$ cat src/rtl/gpp_pkg.sv
// package of register offsets, reset values and variant codes for the gpio port block
// assumes an 8-bit cpu data-memory port with byte-wide address and single-cycle strobes
// ---------------------------------------------------------------
// Notes on behaviour
// - ports a to e, every line in and out
// - port registers sit at fixed memory addresses
// - input reads return live pins, unlatched
// - output latch holds until next write
// - pull-high only when input and enabled
// - port a per pin, b to d per nibble, e in two groups
// - port a pull-high bits, reset zero
// - grouped bit 6 drives port e 0,2,3
// - port e pin 1 never pulled high
// - grouped bit 1 drives upper port b
// - grouped bit 0 drives port b 0-3
// - unimplemented grouped bits read zero
// - mid variant adds port d nibble bits
// - large variant implements all eight grouped bits
// - bit 7 drives port e 4,5
// - direction 1 input, 0 cmos output
// - output pins read back the latch
// ---------------------------------------------------------------
package gpp_pkg;
	typedef enum logic [1:0] {gpp_small, gpp_mid, gpp_large} gpp_variant_t;
	// ---------------------------------------------------------------
	// register addresses
	// ---------------------------------------------------------------
	localparam logic [7:0] gpp_adr_pa_wake  = 8'h10;
	localparam logic [7:0] gpp_adr_pa_pull  = 8'h11;
	localparam logic [7:0] gpp_adr_pa_data  = 8'h12;
	localparam logic [7:0] gpp_adr_pa_dir   = 8'h13;
	localparam logic [7:0] gpp_adr_pa_edge  = 8'h14;
	localparam logic [7:0] gpp_adr_gx_wake  = 8'h15;
	localparam logic [7:0] gpp_adr_gx_pull  = 8'h16;
	localparam logic [7:0] gpp_adr_pa_fsl   = 8'h17;
	localparam logic [7:0] gpp_adr_pa_fsh   = 8'h18;
	localparam logic [7:0] gpp_adr_pb_data  = 8'h19;
	localparam logic [7:0] gpp_adr_pb_dir   = 8'h1a;
	localparam logic [7:0] gpp_adr_pc_data  = 8'h1b;
	localparam logic [7:0] gpp_adr_pc_dir   = 8'h1c;
	localparam logic [7:0] gpp_adr_pd_data  = 8'h1d;
	localparam logic [7:0] gpp_adr_pd_dir   = 8'h1e;
	localparam logic [7:0] gpp_adr_pe_data  = 8'h1f;
	localparam logic [7:0] gpp_adr_pe_dir   = 8'h20;
	// ---------------------------------------------------------------
	// reset values and grouped field positions
	// ---------------------------------------------------------------
	localparam logic [7:0] gpp_rst_zero     = 8'h00;
	localparam logic [7:0] gpp_rst_dir      = 8'hff;
	localparam logic [7:0] gpp_rst_latch    = 8'h00;
	localparam int         gpp_bit_pb_lo    = 0;
	localparam int         gpp_bit_pb_hi    = 1;
	localparam int         gpp_bit_pc_lo    = 2;
	localparam int         gpp_bit_pc_hi    = 3;
	localparam int         gpp_bit_pd_lo    = 4;
	localparam int         gpp_bit_pd_hi    = 5;
	localparam int         gpp_bit_pe_lo    = 6;
	localparam int         gpp_bit_pe_hi    = 7;
	localparam logic [7:0] gpp_grp_mask_sm  = 8'h43;
	localparam logic [7:0] gpp_grp_mask_md  = 8'h73;
	localparam logic [7:0] gpp_grp_mask_lg  = 8'hff;
	localparam int         gpp_sync_stages  = 2;
endpackage

$ cat src/rtl/gpp_port.sv
// one port: data latch, direction register, pin drive and read-back mux
// assumes the parent decodes addresses into write strobes
`timescale 1ns/1ps
module gpp_port
#(
	parameter int W = 8
)
(
	input  wire logic         clk,
	input  wire logic         rst_n,
	input  wire logic         wr_data,
	input  wire logic         wr_dir,
	input  wire logic [7:0]   wdata,
	input  wire logic [W-1:0] pin_sync,
	input  wire logic [W-1:0] pull_en,
	output logic      [7:0]   rd_data,
	output logic      [7:0]   rd_dir,
	output logic      [W-1:0] pin_out,
	output logic      [W-1:0] pin_oe_n,
	output logic      [W-1:0] pull_on
);
	logic [W-1:0] latch_q;
	logic [W-1:0] dir_q;

	initial
	begin
		if (W < 1 || W > 8) $error("gpp_port width must be 1 to 8");
	end

	// latch changes only on its own write
	always_ff @(posedge clk)
	begin
		if (!rst_n)
			latch_q <= gpp_pkg::gpp_rst_latch[W-1:0];
		else if (wr_data)
			latch_q <= wdata[W-1:0];
	end

	always_ff @(posedge clk)
	begin
		if (!rst_n)
			dir_q <= gpp_pkg::gpp_rst_dir[W-1:0];
		else if (wr_dir)
			dir_q <= wdata[W-1:0];
	end

	// drive outputs; pull applies only to inputs
	always_ff @(posedge clk)
	begin
		if (!rst_n)
		begin
			pin_out  <= '0;
			pin_oe_n <= '1;
			pull_on  <= '0;
		end
		else
		begin
			pin_out  <= latch_q;
			pin_oe_n <= dir_q;
			pull_on  <= dir_q & pull_en;
		end
	end

	// read mux: live pin for inputs, latch for outputs
	always_comb
	begin
		rd_data = 8'h00;
		rd_dir  = 8'h00;
		rd_data[W-1:0] = (dir_q & pin_sync) | (~dir_q & latch_q);
		rd_dir[W-1:0]  = dir_q;
	end
endmodule

$ cat src/rtl/gpp_sync.sv
// two-stage synchroniser for a vector of pin levels
// assumes pins are asynchronous to clk
`timescale 1ns/1ps
module gpp_sync
#(
	parameter int W = 8
)
(
	input  wire logic         clk,
	input  wire logic         rst_n,
	input  wire logic [W-1:0] d,
	output logic      [W-1:0] q
);
	logic [W-1:0] meta_q;

	initial
	begin
		if (W < 1) $error("gpp_sync width must be positive");
	end

	// first stage feeds only the second
	always_ff @(posedge clk)
	begin
		if (!rst_n)
		begin
			meta_q <= '0;
			q      <= '0;
		end
		else
		begin
			meta_q <= d;
			q      <= meta_q;
		end
	end
endmodule

$ cat src/rtl/gpp_top.sv
// gpio port block top: register file on the cpu data-memory port and five ports
// assumes one-cycle rd/wr strobes with a byte address; read data valid next cycle
`timescale 1ns/1ps
module gpp_top
#(
	parameter gpp_pkg::gpp_variant_t VARIANT = gpp_pkg::gpp_large,
	parameter int PB_W = 8,
	parameter int PE_W = 6
)
(
	input  wire logic         clk,
	input  wire logic         rst_n,
	input  wire logic [7:0]   mem_addr,
	input  wire logic         mem_wr,
	input  wire logic         mem_rd,
	input  wire logic [7:0]   mem_wdata,
	output logic      [7:0]   mem_rdata,
	output logic              mem_hit,
	input  wire logic [7:0]   pa_in,
	output logic      [7:0]   pa_out,
	output logic      [7:0]   pa_oe_n,
	output logic      [7:0]   pa_pull,
	input  wire logic [PB_W-1:0] pb_in,
	output logic      [PB_W-1:0] pb_out,
	output logic      [PB_W-1:0] pb_oe_n,
	output logic      [PB_W-1:0] pb_pull,
	input  wire logic [7:0]   pc_in,
	output logic      [7:0]   pc_out,
	output logic      [7:0]   pc_oe_n,
	output logic      [7:0]   pc_pull,
	input  wire logic [7:0]   pd_in,
	output logic      [7:0]   pd_out,
	output logic      [7:0]   pd_oe_n,
	output logic      [7:0]   pd_pull,
	input  wire logic [PE_W-1:0] pe_in,
	output logic      [PE_W-1:0] pe_out,
	output logic      [PE_W-1:0] pe_oe_n,
	output logic      [PE_W-1:0] pe_pull,
	output logic      [7:0]   wake_en_a,
	output logic      [7:0]   wake_en_grp,
	output logic      [7:0]   wake_edge_a,
	output logic      [15:0]  func_sel_a
);
	localparam bit HAS_C = (VARIANT == gpp_pkg::gpp_large);
	localparam bit HAS_D = (VARIANT != gpp_pkg::gpp_small);
	localparam logic [7:0] GRP_MASK = (VARIANT == gpp_pkg::gpp_large) ? gpp_pkg::gpp_grp_mask_lg :
		(VARIANT == gpp_pkg::gpp_mid) ? gpp_pkg::gpp_grp_mask_md : gpp_pkg::gpp_grp_mask_sm;

	initial
	begin
		if (PB_W != 7 && PB_W != 8) $error("port b width must be 7 or 8");
		if (PE_W != 3 && PE_W != 6) $error("port e width must be 3 or 6");
		if (VARIANT == gpp_pkg::gpp_large && (PB_W != 8 || PE_W != 6)) $error("large variant needs 8/6");
		if (VARIANT != gpp_pkg::gpp_large && (PB_W != 7 || PE_W != 3)) $error("smaller variants need 7/3");
	end

	// ---------------------------------------------------------------
	// control registers
	// ---------------------------------------------------------------
	logic [7:0]  pa_pull_q;
	logic [7:0]  grp_pull_q;
	logic [7:0]  wake_a_q;
	logic [7:0]  wake_grp_q;
	logic [7:0]  edge_a_q;
	logic [7:0]  fsl_q;
	logic [7:0]  fsh_q;

	function automatic logic hit(input logic [7:0] a, input logic [7:0] r);
		hit = (a == r);
	endfunction

	always_ff @(posedge clk)
	begin
		if (!rst_n)
			pa_pull_q <= gpp_pkg::gpp_rst_zero;
		else if (mem_wr && hit(mem_addr, gpp_pkg::gpp_adr_pa_pull))
			pa_pull_q <= mem_wdata;
	end

	always_ff @(posedge clk)
	begin
		if (!rst_n)
			grp_pull_q <= gpp_pkg::gpp_rst_zero;
		else if (mem_wr && hit(mem_addr, gpp_pkg::gpp_adr_gx_pull))
			grp_pull_q <= mem_wdata & GRP_MASK;
	end

	// wake and function select are storage only here
	always_ff @(posedge clk)
	begin
		if (!rst_n)
		begin
			wake_a_q   <= gpp_pkg::gpp_rst_zero;
			wake_grp_q <= gpp_pkg::gpp_rst_zero;
			edge_a_q   <= gpp_pkg::gpp_rst_zero;
			fsl_q      <= gpp_pkg::gpp_rst_zero;
			fsh_q      <= gpp_pkg::gpp_rst_zero;
		end
		else if (mem_wr)
		begin
			if (hit(mem_addr, gpp_pkg::gpp_adr_pa_wake))
				wake_a_q <= mem_wdata;
			if (hit(mem_addr, gpp_pkg::gpp_adr_gx_wake))
				wake_grp_q <= mem_wdata & GRP_MASK;
			if (hit(mem_addr, gpp_pkg::gpp_adr_pa_edge))
				edge_a_q <= mem_wdata;
			if (hit(mem_addr, gpp_pkg::gpp_adr_pa_fsl))
				fsl_q <= mem_wdata;
			if (hit(mem_addr, gpp_pkg::gpp_adr_pa_fsh))
				fsh_q <= mem_wdata;
		end
	end

	// ---------------------------------------------------------------
	// pull-high expansion
	// ---------------------------------------------------------------
	logic [7:0] pb_pe_full;
	logic [7:0] pc_pe_full;
	logic [7:0] pd_pe_full;
	logic [5:0] pe_pe_full;

	function automatic logic [7:0] nib(input logic hi, input logic lo);
		nib = {{4{hi}}, {4{lo}}};
	endfunction

	always_comb
	begin
		pb_pe_full = nib(grp_pull_q[gpp_pkg::gpp_bit_pb_hi], grp_pull_q[gpp_pkg::gpp_bit_pb_lo]);
		pc_pe_full = nib(grp_pull_q[gpp_pkg::gpp_bit_pc_hi], grp_pull_q[gpp_pkg::gpp_bit_pc_lo]);
		pd_pe_full = nib(grp_pull_q[gpp_pkg::gpp_bit_pd_hi], grp_pull_q[gpp_pkg::gpp_bit_pd_lo]);
		pe_pe_full = {{2{grp_pull_q[gpp_pkg::gpp_bit_pe_hi]}}, {2{grp_pull_q[gpp_pkg::gpp_bit_pe_lo]}},
			1'b0, grp_pull_q[gpp_pkg::gpp_bit_pe_lo]};
	end

	// ---------------------------------------------------------------
	// ports
	// ---------------------------------------------------------------
	logic [7:0]      pa_s;
	logic [PB_W-1:0] pb_s;
	logic [7:0]      pc_s;
	logic [7:0]      pd_s;
	logic [PE_W-1:0] pe_s;
	logic [7:0]      rd_pa_d;
	logic [7:0]      rd_pa_c;
	logic [7:0]      rd_pb_d;
	logic [7:0]      rd_pb_c;
	logic [7:0]      rd_pc_d;
	logic [7:0]      rd_pc_c;
	logic [7:0]      rd_pd_d;
	logic [7:0]      rd_pd_c;
	logic [7:0]      rd_pe_d;
	logic [7:0]      rd_pe_c;
	logic [7:0]      pc_pull_raw;
	logic [7:0]      pd_pull_raw;

	gpp_sync #(.W(8))    u_sa (.clk(clk), .rst_n(rst_n), .d(pa_in), .q(pa_s));
	gpp_sync #(.W(PB_W)) u_sb (.clk(clk), .rst_n(rst_n), .d(pb_in), .q(pb_s));
	gpp_sync #(.W(8))    u_sc (.clk(clk), .rst_n(rst_n), .d(pc_in), .q(pc_s));
	gpp_sync #(.W(8))    u_sd (.clk(clk), .rst_n(rst_n), .d(pd_in), .q(pd_s));
	gpp_sync #(.W(PE_W)) u_se (.clk(clk), .rst_n(rst_n), .d(pe_in), .q(pe_s));

	// every port is a full bidirectional instance
	gpp_port #(.W(8)) u_pa (.clk(clk), .rst_n(rst_n),
		.wr_data(mem_wr && hit(mem_addr, gpp_pkg::gpp_adr_pa_data)),
		.wr_dir(mem_wr && hit(mem_addr, gpp_pkg::gpp_adr_pa_dir)),
		.wdata(mem_wdata), .pin_sync(pa_s), .pull_en(pa_pull_q),
		.rd_data(rd_pa_d), .rd_dir(rd_pa_c), .pin_out(pa_out), .pin_oe_n(pa_oe_n), .pull_on(pa_pull));
	gpp_port #(.W(PB_W)) u_pb (.clk(clk), .rst_n(rst_n),
		.wr_data(mem_wr && hit(mem_addr, gpp_pkg::gpp_adr_pb_data)),
		.wr_dir(mem_wr && hit(mem_addr, gpp_pkg::gpp_adr_pb_dir)),
		.wdata(mem_wdata), .pin_sync(pb_s), .pull_en(pb_pe_full[PB_W-1:0]),
		.rd_data(rd_pb_d), .rd_dir(rd_pb_c), .pin_out(pb_out), .pin_oe_n(pb_oe_n), .pull_on(pb_pull));
	gpp_port #(.W(8)) u_pc (.clk(clk), .rst_n(rst_n),
		.wr_data(HAS_C && mem_wr && hit(mem_addr, gpp_pkg::gpp_adr_pc_data)),
		.wr_dir(HAS_C && mem_wr && hit(mem_addr, gpp_pkg::gpp_adr_pc_dir)),
		.wdata(mem_wdata), .pin_sync(pc_s), .pull_en(pc_pe_full),
		.rd_data(rd_pc_d), .rd_dir(rd_pc_c), .pin_out(pc_out), .pin_oe_n(pc_oe_n), .pull_on(pc_pull_raw));
	gpp_port #(.W(8)) u_pd (.clk(clk), .rst_n(rst_n),
		.wr_data(HAS_D && mem_wr && hit(mem_addr, gpp_pkg::gpp_adr_pd_data)),
		.wr_dir(HAS_D && mem_wr && hit(mem_addr, gpp_pkg::gpp_adr_pd_dir)),
		.wdata(mem_wdata), .pin_sync(pd_s), .pull_en(pd_pe_full),
		.rd_data(rd_pd_d), .rd_dir(rd_pd_c), .pin_out(pd_out), .pin_oe_n(pd_oe_n), .pull_on(pd_pull_raw));
	gpp_port #(.W(PE_W)) u_pe (.clk(clk), .rst_n(rst_n),
		.wr_data(mem_wr && hit(mem_addr, gpp_pkg::gpp_adr_pe_data)),
		.wr_dir(mem_wr && hit(mem_addr, gpp_pkg::gpp_adr_pe_dir)),
		.wdata(mem_wdata), .pin_sync(pe_s), .pull_en(pe_pe_full[PE_W-1:0]),
		.rd_data(rd_pe_d), .rd_dir(rd_pe_c), .pin_out(pe_out), .pin_oe_n(pe_oe_n), .pull_on(pe_pull));

	// absent ports: grouped bits are masked to zero, so pulls stay off
	assign pc_pull = pc_pull_raw;
	assign pd_pull = pd_pull_raw;

	// ---------------------------------------------------------------
	// read path, registered; absent addresses answer zero with no hit
	// ---------------------------------------------------------------
	logic [7:0] rd_mux;
	logic       rd_ok;

	always_comb
	begin
		rd_mux = 8'h00;
		rd_ok  = 1'b1;
		case (mem_addr)
			gpp_pkg::gpp_adr_pa_wake: rd_mux = wake_a_q;
			gpp_pkg::gpp_adr_pa_pull: rd_mux = pa_pull_q;
			gpp_pkg::gpp_adr_pa_data: rd_mux = rd_pa_d;
			gpp_pkg::gpp_adr_pa_dir:  rd_mux = rd_pa_c;
			gpp_pkg::gpp_adr_pa_edge: rd_mux = edge_a_q;
			gpp_pkg::gpp_adr_gx_wake: rd_mux = wake_grp_q;
			gpp_pkg::gpp_adr_gx_pull: rd_mux = grp_pull_q & GRP_MASK;
			gpp_pkg::gpp_adr_pa_fsl:  rd_mux = fsl_q;
			gpp_pkg::gpp_adr_pa_fsh:  rd_mux = fsh_q;
			gpp_pkg::gpp_adr_pb_data: rd_mux = rd_pb_d;
			gpp_pkg::gpp_adr_pb_dir:  rd_mux = rd_pb_c;
			gpp_pkg::gpp_adr_pc_data: begin rd_mux = HAS_C ? rd_pc_d : 8'h00; rd_ok = HAS_C; end
			gpp_pkg::gpp_adr_pc_dir:  begin rd_mux = HAS_C ? rd_pc_c : 8'h00; rd_ok = HAS_C; end
			gpp_pkg::gpp_adr_pd_data: begin rd_mux = HAS_D ? rd_pd_d : 8'h00; rd_ok = HAS_D; end
			gpp_pkg::gpp_adr_pd_dir:  begin rd_mux = HAS_D ? rd_pd_c : 8'h00; rd_ok = HAS_D; end
			gpp_pkg::gpp_adr_pe_data: rd_mux = rd_pe_d;
			gpp_pkg::gpp_adr_pe_dir:  rd_mux = rd_pe_c;
			default:                  rd_ok = 1'b0;
		endcase
	end

	always_ff @(posedge clk)
	begin
		if (!rst_n)
		begin
			mem_rdata <= 8'h00;
			mem_hit   <= 1'b0;
		end
		else
		begin
			mem_rdata <= mem_rd ? rd_mux : 8'h00;
			mem_hit   <= (mem_rd || mem_wr) && rd_ok;
		end
	end

	always_ff @(posedge clk)
	begin
		if (!rst_n)
		begin
			wake_en_a   <= 8'h00;
			wake_en_grp <= 8'h00;
			wake_edge_a <= 8'h00;
			func_sel_a  <= 16'h0000;
		end
		else
		begin
			wake_en_a   <= wake_a_q;
			wake_en_grp <= wake_grp_q;
			wake_edge_a <= edge_a_q;
			func_sel_a  <= {fsh_q, fsl_q};
		end
	end

	// ---------------------------------------------------------------
	// checks
	// ---------------------------------------------------------------
	a_pe1_no_pull: assert property (@(posedge clk) disable iff (!rst_n) pe_pull[1] == 1'b0)
		else $error("port e pin 1 pulled high");
	a_pull_needs_input: assert property (@(posedge clk) disable iff (!rst_n) (pa_pull & ~pa_oe_n) == 8'h00)
		else $error("pull on an output pin");
	a_grp_masked: assert property (@(posedge clk) disable iff (!rst_n) (grp_pull_q & ~GRP_MASK) == 8'h00)
		else $error("unimplemented grouped bit set");
	a_pb_lo_pull: assert property (@(posedge clk) disable iff (!rst_n)
		(pb_oe_n[0] && $past(pb_oe_n[0]) && $past(grp_pull_q[0])) |-> pb_pull[0])
		else $error("port b low nibble pull missing");
	a_pa_latch_hold: assert property (@(posedge clk) disable iff (!rst_n)
		!(mem_wr && mem_addr == gpp_pkg::gpp_adr_pa_data) |=> ##1 $stable(pa_out))
		else $error("port a latch changed without write");
	a_pa_read_back: assert property (@(posedge clk) disable iff (!rst_n)
		(mem_rd && mem_addr == gpp_pkg::gpp_adr_pa_data) |=> mem_rdata == $past(rd_pa_d))
		else $error("port a read data wrong");
	a_pa_pull_write: assert property (@(posedge clk) disable iff (!rst_n)
		(mem_wr && mem_addr == gpp_pkg::gpp_adr_pa_pull) |=> pa_pull_q == $past(mem_wdata))
		else $error("port a pull register not written");
	// upper port e pins exist only on the six-pin port
	if (PE_W == 6)
	begin : g_pe_hi
		a_pe_hi_pull: assert property (@(posedge clk) disable iff (!rst_n)
			grp_pull_q[gpp_pkg::gpp_bit_pe_hi] |=> pe_pull[5:4] == pe_oe_n[5:4])
			else $error("port e upper pull does not follow its enable");
	end
	a_pe_lo_pull: assert property (@(posedge clk) disable iff (!rst_n)
		$rose(pe_pull[0]) |-> $past(grp_pull_q[6]))
		else $error("port e pin 0 pull without enable");
	a_pb_hi_pull: assert property (@(posedge clk) disable iff (!rst_n)
		$rose(pb_pull[4]) |-> $past(grp_pull_q[1]))
		else $error("port b pin 4 pull without enable");
	a_pa_pull_pin: assert property (@(posedge clk) disable iff (!rst_n)
		pa_pull == ($past(pa_pull_q) & pa_oe_n))
		else $error("port a pull does not follow its own bit");
	a_grp_write: assert property (@(posedge clk) disable iff (!rst_n)
		(mem_wr && mem_addr == gpp_pkg::gpp_adr_gx_pull) |=> grp_pull_q == ($past(mem_wdata) & GRP_MASK))
		else $error("grouped pull register not written through mask");
	a_rd_idle_zero: assert property (@(posedge clk) disable iff (!rst_n)
		!mem_rd |=> mem_rdata == 8'h00)
		else $error("read data without a read strobe");
	a_absent_no_hit: assert property (@(posedge clk) disable iff (!rst_n)
		(!HAS_C && (mem_rd || mem_wr)
		&& (mem_addr == gpp_pkg::gpp_adr_pc_data || mem_addr == gpp_pkg::gpp_adr_pc_dir)) |=> !mem_hit)
		else $error("absent port c answered");
endmodule

$ cat config.mk
export PLATFORM = sky130hd
export DESIGN_NAME = gpp_top
export DESIGN_NICKNAME = d
export VERILOG_FILES = /design/src/rtl/gpp_pkg.sv /design/src/rtl/gpp_port.sv /design/src/rtl/gpp_sync.sv /design/src/rtl/gpp_top.sv
export SDC_FILE = /design/constraint.sdc
export NUM_CORES = 1
export LEC_CHECK = 0
export ABC_AREA = 1
export ABC_CLOCK_PERIOD_IN_PS = 1400
export BUFFER_PORTS_ARGS = -buffer_cell sky130_fd_sc_hd__buf_2
export CORE_UTILIZATION = 25
export CTS_CLUSTER_SIZE = 14
export DETAILED_ROUTE_END_ITERATION = 6
export SETUP_SLACK_MARGIN = 0.1
export SLEW_MARGIN = 5
export SYNTH_ARGS = -nofsm -noshare
export SYNTH_HDL_FRONTEND = slang
export SYNTH_SLANG_ARGS = --single-unit
export TNS_END_PERCENT = 5
$ cat constraint.sdc
create_clock -name clk -period 1.4 [get_ports clk]
set_input_delay 0.07 -clock clk [delete_from_list [all_inputs] [get_ports clk]]
set_output_delay 0.07 -clock clk [all_outputs]
set_load 0.02 [all_outputs]
==> results of run 1 <==
[timing repair]
action	4_1_cts	5_1_grt
buffers inserted	0	0
resized for setup	1	9
hold buffers	43	0
hold endpoints to repair	57	0
gates cloned	0	0
endpoints found under the setup margin	3	8
[layer usage]
metal / share of wire (%) / up-vias / GRT usage (%)
li1: - / 5683 / -
met1: 46 / 5182 / 21.2
met2: 45 / 325 / 24.9
met3: 6.5 / 77 / 3.90
met4: 2.5 / 4 / 4.97
met5: 0.061 / - / 0
[through the flow]
stage / power, uW / TNS (ps)
floorplan: 11400 / 0
global placement: 11800 / -4330
detailed placement: 11800 / -5090
CTS: 22900 / 0
global route: 23500 / 0
finish: 22600 / 0
[cell usage after synthesis (all sizes together), types with 4 or more instances]
cell      n  area, um2
nand2   342       1330
nand3   130        671
clkbuf   45        169
inv     314       1180
a21oi   129        646
o21ai   157        786
o21a      4       30.0
nand4     4       25.0
dfxtp   370       7410
nor2     70        412
buf      35        194
o211ai    6       45.0
nor3     38        201
[cells by family after synthesis]
family / synth area share (%)
and+or+nand+nor: 20.1
buffers and inverters: 11.8
DFF: 56.5
AOI/OAI and AO/OA: 11.5
other: 0.0286
[worst min-delay path: cells and delay by family]
family	cells	cell delay, ps
compound gates	1	70
buf+inv	2	410
[final timing paths]
path | end | slack (ps) | cells after the start
setup / recovery | mem_rdata[4] | 120 | 7
hold / removal | fsh_q[5] | 40 | 3
setup reg to reg | mem_rdata[4] | 120 | 7
hold reg to reg | u_se.q[4] | 410 | 2
[layout make-up]
class / instances / share of cell area (%)
Inverter: 315 / 6.86
Multi-Input combinational cell: 881 / 24.2
Sequential cell: 370 / 43.0
Antenna cell: 2 / 0.0290
Timing Repair Buffer: 326 / 13.0
Clock inverter: 10 / 0.653
Clock buffer: 62 / 7.37
Tap cell: 680 / 4.93
[layout by cell type, fill, tap and decap left out, drive strengths merged]
cell type	synthesis	final
dfxtp	370	370
nand2	342	342
inv	314	315
buf	35	282
o21ai	157	157
nand3	130	130
a21oi	129	129
nor2	70	70
clkbuf	45	63
dlygate4sd3	0	43
nor3	38	38
o211ai	6	6
clkinv	1	6
nand4	4	4
o21a	4	4
diode	0	2
bufinv	0	2
clkinvlp	0	2
conb	1	1
[report_power, final]
part,internal [uW],switching [uW],total [uW]
registers,10700,45.0,10700
clock network,6630,4330,11000
logic,345,615,960
total,17600,4990,22600
==> results.py, run 1 <==
metrics = {
    "run_status": {
        "outcome": "finished, final reports clean",
    },
    "routing": {
        "first_pass_iters": 5,
        "routed-via-count": 11271,
        "wl_um": 42500,
        "drc": 0,
        "drt_iter0_drc": 702,
        "avgRoutedWirePerCell_um": 16.0,
        "antenna_left": 0,
        "via_per_inst": 4.26,
    },
    "die": {
        "rows": 83,
        "design.die.area_um2": 53300,
        "design.core.area_um2": 51500,
        "die_y_um": 231,
        "ioPinCount": 221,
        "initial_core_util_pct": 25.4,
        "die_x_um": 231,
    },
    "cells_and_area": {
        "layout.cells.non_filler": 2646,
        "layout-area-overhead-vs-synth_pct": 31.6,
        "largest_register": "func_sel_a",
        "drive_above_1_share_pct": 20.3,
        "multi_input_area_um2": 4170,
        "largest_reg_flops": 16,
        "seq_area_um2": 7410,
        "fillCellCount": 5560,
        "final_nets": 1995,
        "final_util_pct": 33.5,
        "post-route-cell-area_um2": 17200,
    },
    "timing": {
        "hold_viol_final": 0,
        "fmax_ghz": 0.779,
        "layout_setup_ws_ps": 116,
        "hold_ws_ps": 41.6,
        "worst_slew_pin_slew_ps": 590,
        "skew_ps": 17.7,
        "fin_crit_sh_pct": 91.7,
        "setup_violations": 0,
        "rsz0062_at_grt": "true",
        "drv_slew": 0,
        "slew_headroom_pct": 60.7,
        "post-route-min-period_ps": 1280,
    },
    "logic_synthesis": {
        "synth-seq-cells": 370,
        "ys_types": 27,
        "syn_avg_cell_area_um2": 7.96,
        "synthFlopType": "dfxtp_1",
        "netlist_area_um2": 13100,
        "synth_edf_count": 0,
        "synthArstFlopShare_pct": 0,
        "synthesis.nets": 1704,
        "synthCells": 1646,
        "seq_area_frac_synth_pct": 56.5,
        "yosys_warnings": 0,
    },
    "placed_design": {
        "dp_cells": 2529,
        "gp_congestion": 0.830,
        "io_buffers": 219,
        "dp_worst_setup_slack_ps": -135,
        "hpwl_um": 30900,
        "place_area_um2": 15400,
    },
    "setup_path": {
        "path_class": "register to register",
        "start_kind": "register",
        "crit_path_end_kind": "register",
        "path_max_fanout": 4,
        "path_delay_family": "simple AND/OR/NAND/NOR gates",
        "critical_path_arrival_ps": 1730,
        "crit_buf_inv": 0,
        "crit_required_ps": 1840,
        "startpoint": "u_pb.rd_dir[4]",
        "crit_top_cell": "nor2_1",
        "max_stage_delay_ps": 390,
        "slowest_stage": "dfxtp_1",
        "reg2reg_from": "u_pb.rd_dir[4]",
        "worstPathCellList": "o21ai_0, nand3_1, nand2_1, nor2_1, nand3_1, nor2_1, nor2_1",
    },
    "grt": {
        "antenna_found_initial": 5,
        "grt_max_degree": 67,
        "overflow": 0,
        "grtUsageTotal_pct": 15.9,
        "grt_pass1_vias": 10812,
        "grt_pass1_wl_um": 64100,
    },
    "clocking": {
        "cts_tree": "yes",
        "cts-root-buf": "clkbuf_16",
        "cts.sinks": 370,
        "cts.path.max_buffers": 3,
        "clock_latency_ps": 560,
        "path_clk_slew_ps": 60,
        "htreeDepth": 2,
        "cts_buffers": 43,
    },
    "power": {
        "ir_worst_vdd_uv": 741,
        "powerDensity_nw_per_um2": 1310,
        "leakagePower_uw": 0.00862,
    },
    "min_path": {
        "min_from": "mem_wdata[5]",
        "worstHoldPathType": "input port to register",
    },
    "flow_run": {
        "drv_cap": 0,
    },
}
Note: power is estimated with default switching activity, not from simulation.
==> inputs of run 2 (changes only) <==
RECOVER_POWER = 25   (was default)
SYNTH_HIERARCHICAL = 1   (was default)
==> run 2 against run 1 <==
Compared with the run above: count of clock-buffer cells in the layout down 7; wire length up 7.6%; sequential share of layout area down 3.1 points; area after synthesis up 5.5%; critical path depth up 2; non-clock buffer count up 98; sequential power about the same; cell count up 12%; critical path type unchanged.
==> results.py, run 2 <==
metrics = {
    "run_status": {
        "outcome": "finished, final reports clean",
    },
    "power": {
        "switchingPower_uw": 5380,
        "clkPwrFrac_pct": 47.8,
        "comb_power_share_pct": 5.2,
        "pwr-share-seq_pct": 47.0,
        "ir_worst_vdd_uv": 952,
        "swShare_pct": 23.6,
        "powerDensity_nw_per_um2": 1220,
        "leakagePower_uw": 0.00979,
        "p_int_uw": 17400,
    },
    "setup_path": {
        "crit_end": "mem_rdata[5]",
        "crit_path_end_kind": "register",
        "worstPathCellList": "inv_1, nand2_1, nand2_1, nand3_1, nand2_1, nor2_1, nand3_1, nor2_1, nor2_1",
        "path_delay_family": "simple AND/OR/NAND/NOR gates",
        "path_class": "register to register",
        "rr_worst_depth": 9,
        "start_kind": "register",
        "slowest_stage": "dfxtp_1",
        "critical_path_arrival_ps": 1760,
        "crit_cells": 9,
        "reg2reg_from": "u_pb/rd_dir[5]",
        "path_max_fanout": 4,
        "max_stage_delay_ps": 390,
        "rrSetupSlack_ps": 100,
        "startpoint": "u_pb/rd_dir[5]",
        "r2r_end": "mem_rdata[5]",
        "crit_required_ps": 1860,
        "crit_buf_inv": 1,
    },
    "timing": {
        "post-route-min-period_ps": 1300,
        "slew_headroom_pct": 45.0,
        "worst_slew_pin_slew_ps": 825,
        "hold_viol_final": 0,
        "rsz0062_at_grt": "true",
        "setup_tns_ps": 0,
        "fmax_ghz": 0.766,
        "setup_violations": 0,
        "fin_crit_sh_pct": 93.2,
        "skew_ps": 30.9,
        "drv_slew": 0,
    },
    "routing": {
        "via_per_inst": 4.14,
        "routed-via-count": 12226,
        "avgRoutedWirePerCell_um": 15.5,
        "first_pass_iters": 5,
        "antenna_left": 0,
        "wl_um": 45700,
        "drt_iter0_drc": 868,
        "drc": 0,
    },
    "cells_and_area": {
        "largest_register": "func_sel_a",
        "layout-area-overhead-vs-synth_pct": 34.9,
        "final_cell_mix": "nand2_1, dfxtp_1, inv_1, buf_2, nor2_1",
        "layout.cells.non_filler": 2952,
        "final_common_cell": "nand2_1",
        "fillCellCount": 5776,
        "n_antenna_cell": 0,
        "drive_above_1_share_pct": 22.7,
        "largest_reg_flops": 16,
        "post-route-cell-area_um2": 18700,
        "final_nets": 2281,
    },
    "logic_synthesis": {
        "ys_types": 24,
        "synthFlopType": "dfxtp_1",
        "yosys_warnings": 6,
        "syn_avg_cell_area_um2": 7.56,
        "synthArstFlopShare_pct": 0,
        "synthCells": 1829,
        "yosys-top-cells-area": "dfxtp_1, nand2_1, inv_1",
        "synth_commonest_cells": "nand2_1, dfxtp_1, inv_1",
        "synth_top_cell_area_share_pct": 53.7,
        "seq_area_frac_synth_pct": 53.7,
        "yosysMostFrequentCell": "nand2_1",
        "yosysTopAreaCell": "dfxtp_1",
        "synth-seq-cells": 371,
        "synth_edf_count": 0,
        "netlist_area_um2": 13800,
    },
    "clocking": {
        "path_clk_slew_ps": 60,
        "cts_buffers": 42,
        "clock_latency_ps": 580,
        "cts_setup_buffers": 0,
        "cts_tree": "yes",
        "cts.sinks": 371,
        "htreeDepth": 2,
        "cts-root-buf": "clkbuf_16",
        "cts.path.max_buffers": 3,
    },
    "flow_run": {
        "drv_cap": 0,
    },
    "min_path": {
        "worstHoldPathType": "input port to register",
    },
    "grt": {
        "grt_max_degree": 48,
        "antenna_found_initial": 4,
        "grt_pass1_wl_um": 68900,
        "grtUsageTotal_pct": 16.2,
        "grt_pass1_vias": 11531,
        "overflow": 0,
    },
    "placed_design": {
        "place_area_um2": 16500,
        "gp_congestion": 0.901,
        "io_buffers": 220,
        "dp_cells": 2792,
        "hpwl_um": 32600,
    },
    "die": {
        "design.die.area_um2": 56300,
        "rows": 85,
        "die_y_um": 237,
        "ioPinCount": 221,
        "design.core.area_um2": 54200,
        "die_x_um": 237,
        "initial_core_util_pct": 25.5,
    },
}
[run 2: layout make-up]
| class | count | area, um2 | area share (%) |
|---|---|---|---|
| sequential | 371 | 7440 | 39.9 |
| multi-input combinational | 1075 | 4690 | 25.2 |
| timing repair buffer | 424 | 3090 | 16.6 |
| clock buffer | 55 | 1190 | 6.38 |
| inverter | 309 | 1190 | 6.36 |
| tap | 696 | 871 | 4.67 |
| clock inverter | 22 | 189 | 1.01 |
[run 2: metal layers]
metal | vias to the layer above | wire (um) | global-route usage (%)
met5 | - | 33 | 0
met4 | 6 | 1010 | 4.59
met3 | 61 | 2620 | 2.96
met2 | 358 | 20700 | 26.0
met1 | 5540 | 21400 | 22.1
li1 | 6261 | - | -
[run 2: kinds of logic after synthesis]
group	Yosys count	share of synthesized area, %
AOI/OAI and AO/OA	116	4.23
buffers and inverters	386	12.8
DFF	371	53.7
other	2	0.0543
and+or+nand+nor	954	29.2
[run 2: worst min-delay path by stage]
stage                 start        endpoint  cells past startpoint
2_1_floorplan      pa_in[2]  u_sa/meta_q[2]                      2
3_3_place_gp       pb_in[6]  u_sb/meta_q[6]                      3
3_5_place_dp       pb_in[6]  u_sb/meta_q[6]                      3
4_1_cts               rst_n   grp_pull_q[3]                      4
5_1_grt        mem_wdata[4]   u_pe/dir_q[4]                      4
6_report              rst_n  u_pa/rd_dir[1]                      3
[run 2: worst min-delay path, stage by stage]
cell     delay (ps)
buf_8           160
buf_12          210
nand3_1         100
[run 2: timing repair]
| action | in CTS | in global routing |
|---|---|---|
| hold buffers | 83 | 0 |
| gates resized for setup | 4 | 6 |
| hold endpoints to repair | 125 | 0 |
| endpoints found under the setup margin | 5 | 29 |
| pin swaps | 0 | 1 |
[run 2: metrics by stage]
stage / hold WS [ps] / utilization (%) / setup WS [ps] / power [uW]
after floorplan: 162 / - / 77.1 / 11500
after global placement: 255 / 30.3 / -246 / 12000
after detailed placement: 255 / 30.3 / -241 / 12000
after CTS: 0.974 / 34.4 / 77.8 / 23100
after global routing: 35.5 / 34.4 / 11.6 / 23600
final: 21.6 / 34.4 / 95.3 / 22800
[run 2: power by group through the flow]
stage / Clock (uW) / Sequential, uW / Combinational (uW)
2_1_floorplan: 0 / 11000 / 562
3_3_place_gp: 0 / 11000 / 1010
3_5_place_dp: 0 / 11000 / 1010
4_1_cts: 11200 / 10700 / 1190
5_1_grt: 11600 / 10700 / 1290
6_report: 10900 / 10700 / 1180
==> inputs of run 3 (changes only) <==
REMOVE_ABC_BUFFERS = 1   (was default)
==> run 3 against run 2 <==
Compared with the run above: critical path depth did not move; combinational power fell by 5%; die area did not move; via count fell by 1.4%; register-to-register slack barely moved; cell area fell by 0.67%; first-iteration DRC count fell by 9.6%; maximum frequency rose by 0.65%; critical endpoint is now mem_rdata[2]; largest cell class unchanged.
==> results.py, run 3 (synthesized netlist as in run 2, its figures left out) <==
metrics = {
    "timing": {
        "slew_headroom_pct": 57.9,
        "post-route-min-period_ps": 1300,
        "setup_violations": 0,
        "fmax_ghz": 0.771,
        "hold_viol_final": 0,
        "rsz0062_at_grt": "true",
        "drv_slew": 0,
        "layout_setup_ws_ps": 104,
        "fin_crit_sh_pct": 92.6,
        "skew_ps": 20.6,
        "worst_slew_pin_slew_ps": 630,
    },
    "setup_path": {
        "path_max_fanout": 5,
        "crit_required_ps": 1840,
        "max_stage_delay_ps": 450,
        "crit_top_cell": "nand2_1",
        "path_class": "register to register",
        "critical_path_arrival_ps": 1740,
        "worstPathCellList": "inv_1, nand2_1, nand2_1, nand3_1, nand2_1, inv_1, nand3_1, nor2_1, nor2_1",
        "start_kind": "register",
        "slowest_stage": "dfxtp_1",
        "crit_path_end_kind": "register",
    },
    "power": {
        "ir_worst_vdd_uv": 633,
        "p_total_uw": 23600,
        "powerDensity_nw_per_um2": 1270,
        "leakagePower_uw": 0.00976,
    },
    "clocking": {
        "cts_tree": "yes",
        "cts.sinks": 371,
        "cts-root-buf": "clkbuf_16",
        "path_clk_slew_ps": 60,
        "clock_latency_ps": 570,
        "cts_buffers": 43,
        "cts.path.max_buffers": 3,
        "htreeDepth": 2,
    },
    "placed_design": {
        "dp_worst_setup_slack_ps": -259,
        "io_buffers": 220,
        "hpwl_um": 32500,
        "dp_cells": 2798,
        "gp_congestion": 0.926,
    },
    "cells_and_area": {
        "final_nets": 2261,
        "final_cell_mix": "nand2_1, dfxtp_1, inv_1, buf_2, nor2_1",
        "largest_reg_flops": 16,
        "final_util_pct": 34.2,
        "layout.cells.non_filler": 2931,
        "final_common_cell": "nand2_1",
        "drive_above_1_share_pct": 24.7,
        "layout-area-overhead-vs-synth_pct": 34.0,
        "fillCellCount": 5802,
        "n_antenna_cell": 0,
        "largest_register": "func_sel_a",
    },
    "min_path": {
        "worstHoldPathType": "input port to register",
    },
    "grt": {
        "grt_pass1_vias": 11089,
        "grtUsageTotal_pct": 15.8,
        "antenna_found_initial": 4,
        "overflow": 0,
        "grt_max_degree": 38,
        "grt_pass1_wl_um": 66800,
    },
    "die": {
        "design.die.area_um2": 56300,
        "die_x_um": 237,
        "die_y_um": 237,
        "initial_core_util_pct": 25.5,
        "design.core.area_um2": 54200,
        "ioPinCount": 221,
        "rows": 85,
    },
    "routing": {
        "routed-via-count": 12049,
        "drc": 0,
        "avgRoutedWirePerCell_um": 15.4,
        "via_per_inst": 4.11,
        "drt_iter0_drc": 785,
        "first_pass_iters": 5,
        "antenna_left": 0,
        "wl_um": 45200,
    },
    "run_status": {
        "outcome": "finished, final reports clean",
    },
    "flow_run": {
        "drv_cap": 0,
    },
}
[run 3: cell count changes in the layout (fill, tap and decap cells not counted), moves of 6 or more]
cell	previous run	this run
dlygate4sd3_1	82	52
dfxtp_1	366	350
dfxtp_2	3	15
nor2_1	183	172
nor2_2	22	33
clkbuf_1	10	18
nand3_1	170	162
nand3_2	4	12
nand2_2	46	53
buf_4	98	104
nand2_1	515	509
[run 3: through the flow]
step | TNS [ps] | instance area (um2) | hold slack (ps)
2_1_floorplan | -560620 | 13200 | 139
3_3_place_gp | -15880 | 16400 | 252
3_5_place_dp | -16980 | 16400 | 254
4_1_cts | 0 | 18400 | 11.3
5_1_grt | 0 | 18500 | 38.7
6_report | 0 | 18500 | 41.6
[run 3: critical path, delay by kind of cell, from the launching register on]
family                 cells  cell delay, ps
AND/OR/NAND/NOR            7             540
flip-flops                 1             450
buffers and inverters      2             180
[run 3: final timing paths]
| kind | endpoint | from | slack, ps | depth (start not counted) |
|---|---|---|---|---|
| worst max-delay path | mem_rdata[2] | u_pe/dir_q[2] | 100 | 9 |
| worst min-delay path | u_pa/pin_oe_n[2] | rst_n | 40 | 4 |
| worst max register to register | mem_rdata[2] | u_pe/dir_q[2] | 100 | 9 |
| worst min register to register | u_sa/q[6] | u_sa/meta_q[6] | 410 | 2 |
[run 3: layer usage]
layer  part of all wire, %  track usage, %  up-vias
met5                 0.077               0        -
met1                    47            21.3     5416
met4                   2.4            5.20        6
met3                   6.0            3.09       77
li1                      -               -     6217
met2                    45            25.2      333
[run 3: repair_timing]
| item | CTS | global route |
|---|---|---|
| hold buffers | 54 | 0 |
| pin swaps | 0 | 13 |
| buffers inserted | 0 | 2 |
| setup endpoints to repair | 8 | 10 |
| hold endpoints to repair | 109 | 0 |
| cloned | 0 | 0 |
| gates resized for setup | 5 | 62 |
[run 3: area by class of cell]
cell class / count / area (um2) / share of cell area, %
multi-input cells: 1075 / 4760 / 25.7
clock buffers: 58 / 1250 / 6.77
repair buffers: 403 / 2780 / 15.0
flip-flops and latches: 371 / 7470 / 40.3
clock inverters: 19 / 233 / 1.26
well taps: 696 / 871 / 4.70
inverters: 309 / 1160 / 6.26
[run 3: power breakdown]
group	switching [uW]	internal, uW
Combinational	683	436
Clock	4580	7210
Sequential	42.9	10700
Total	5300	18300
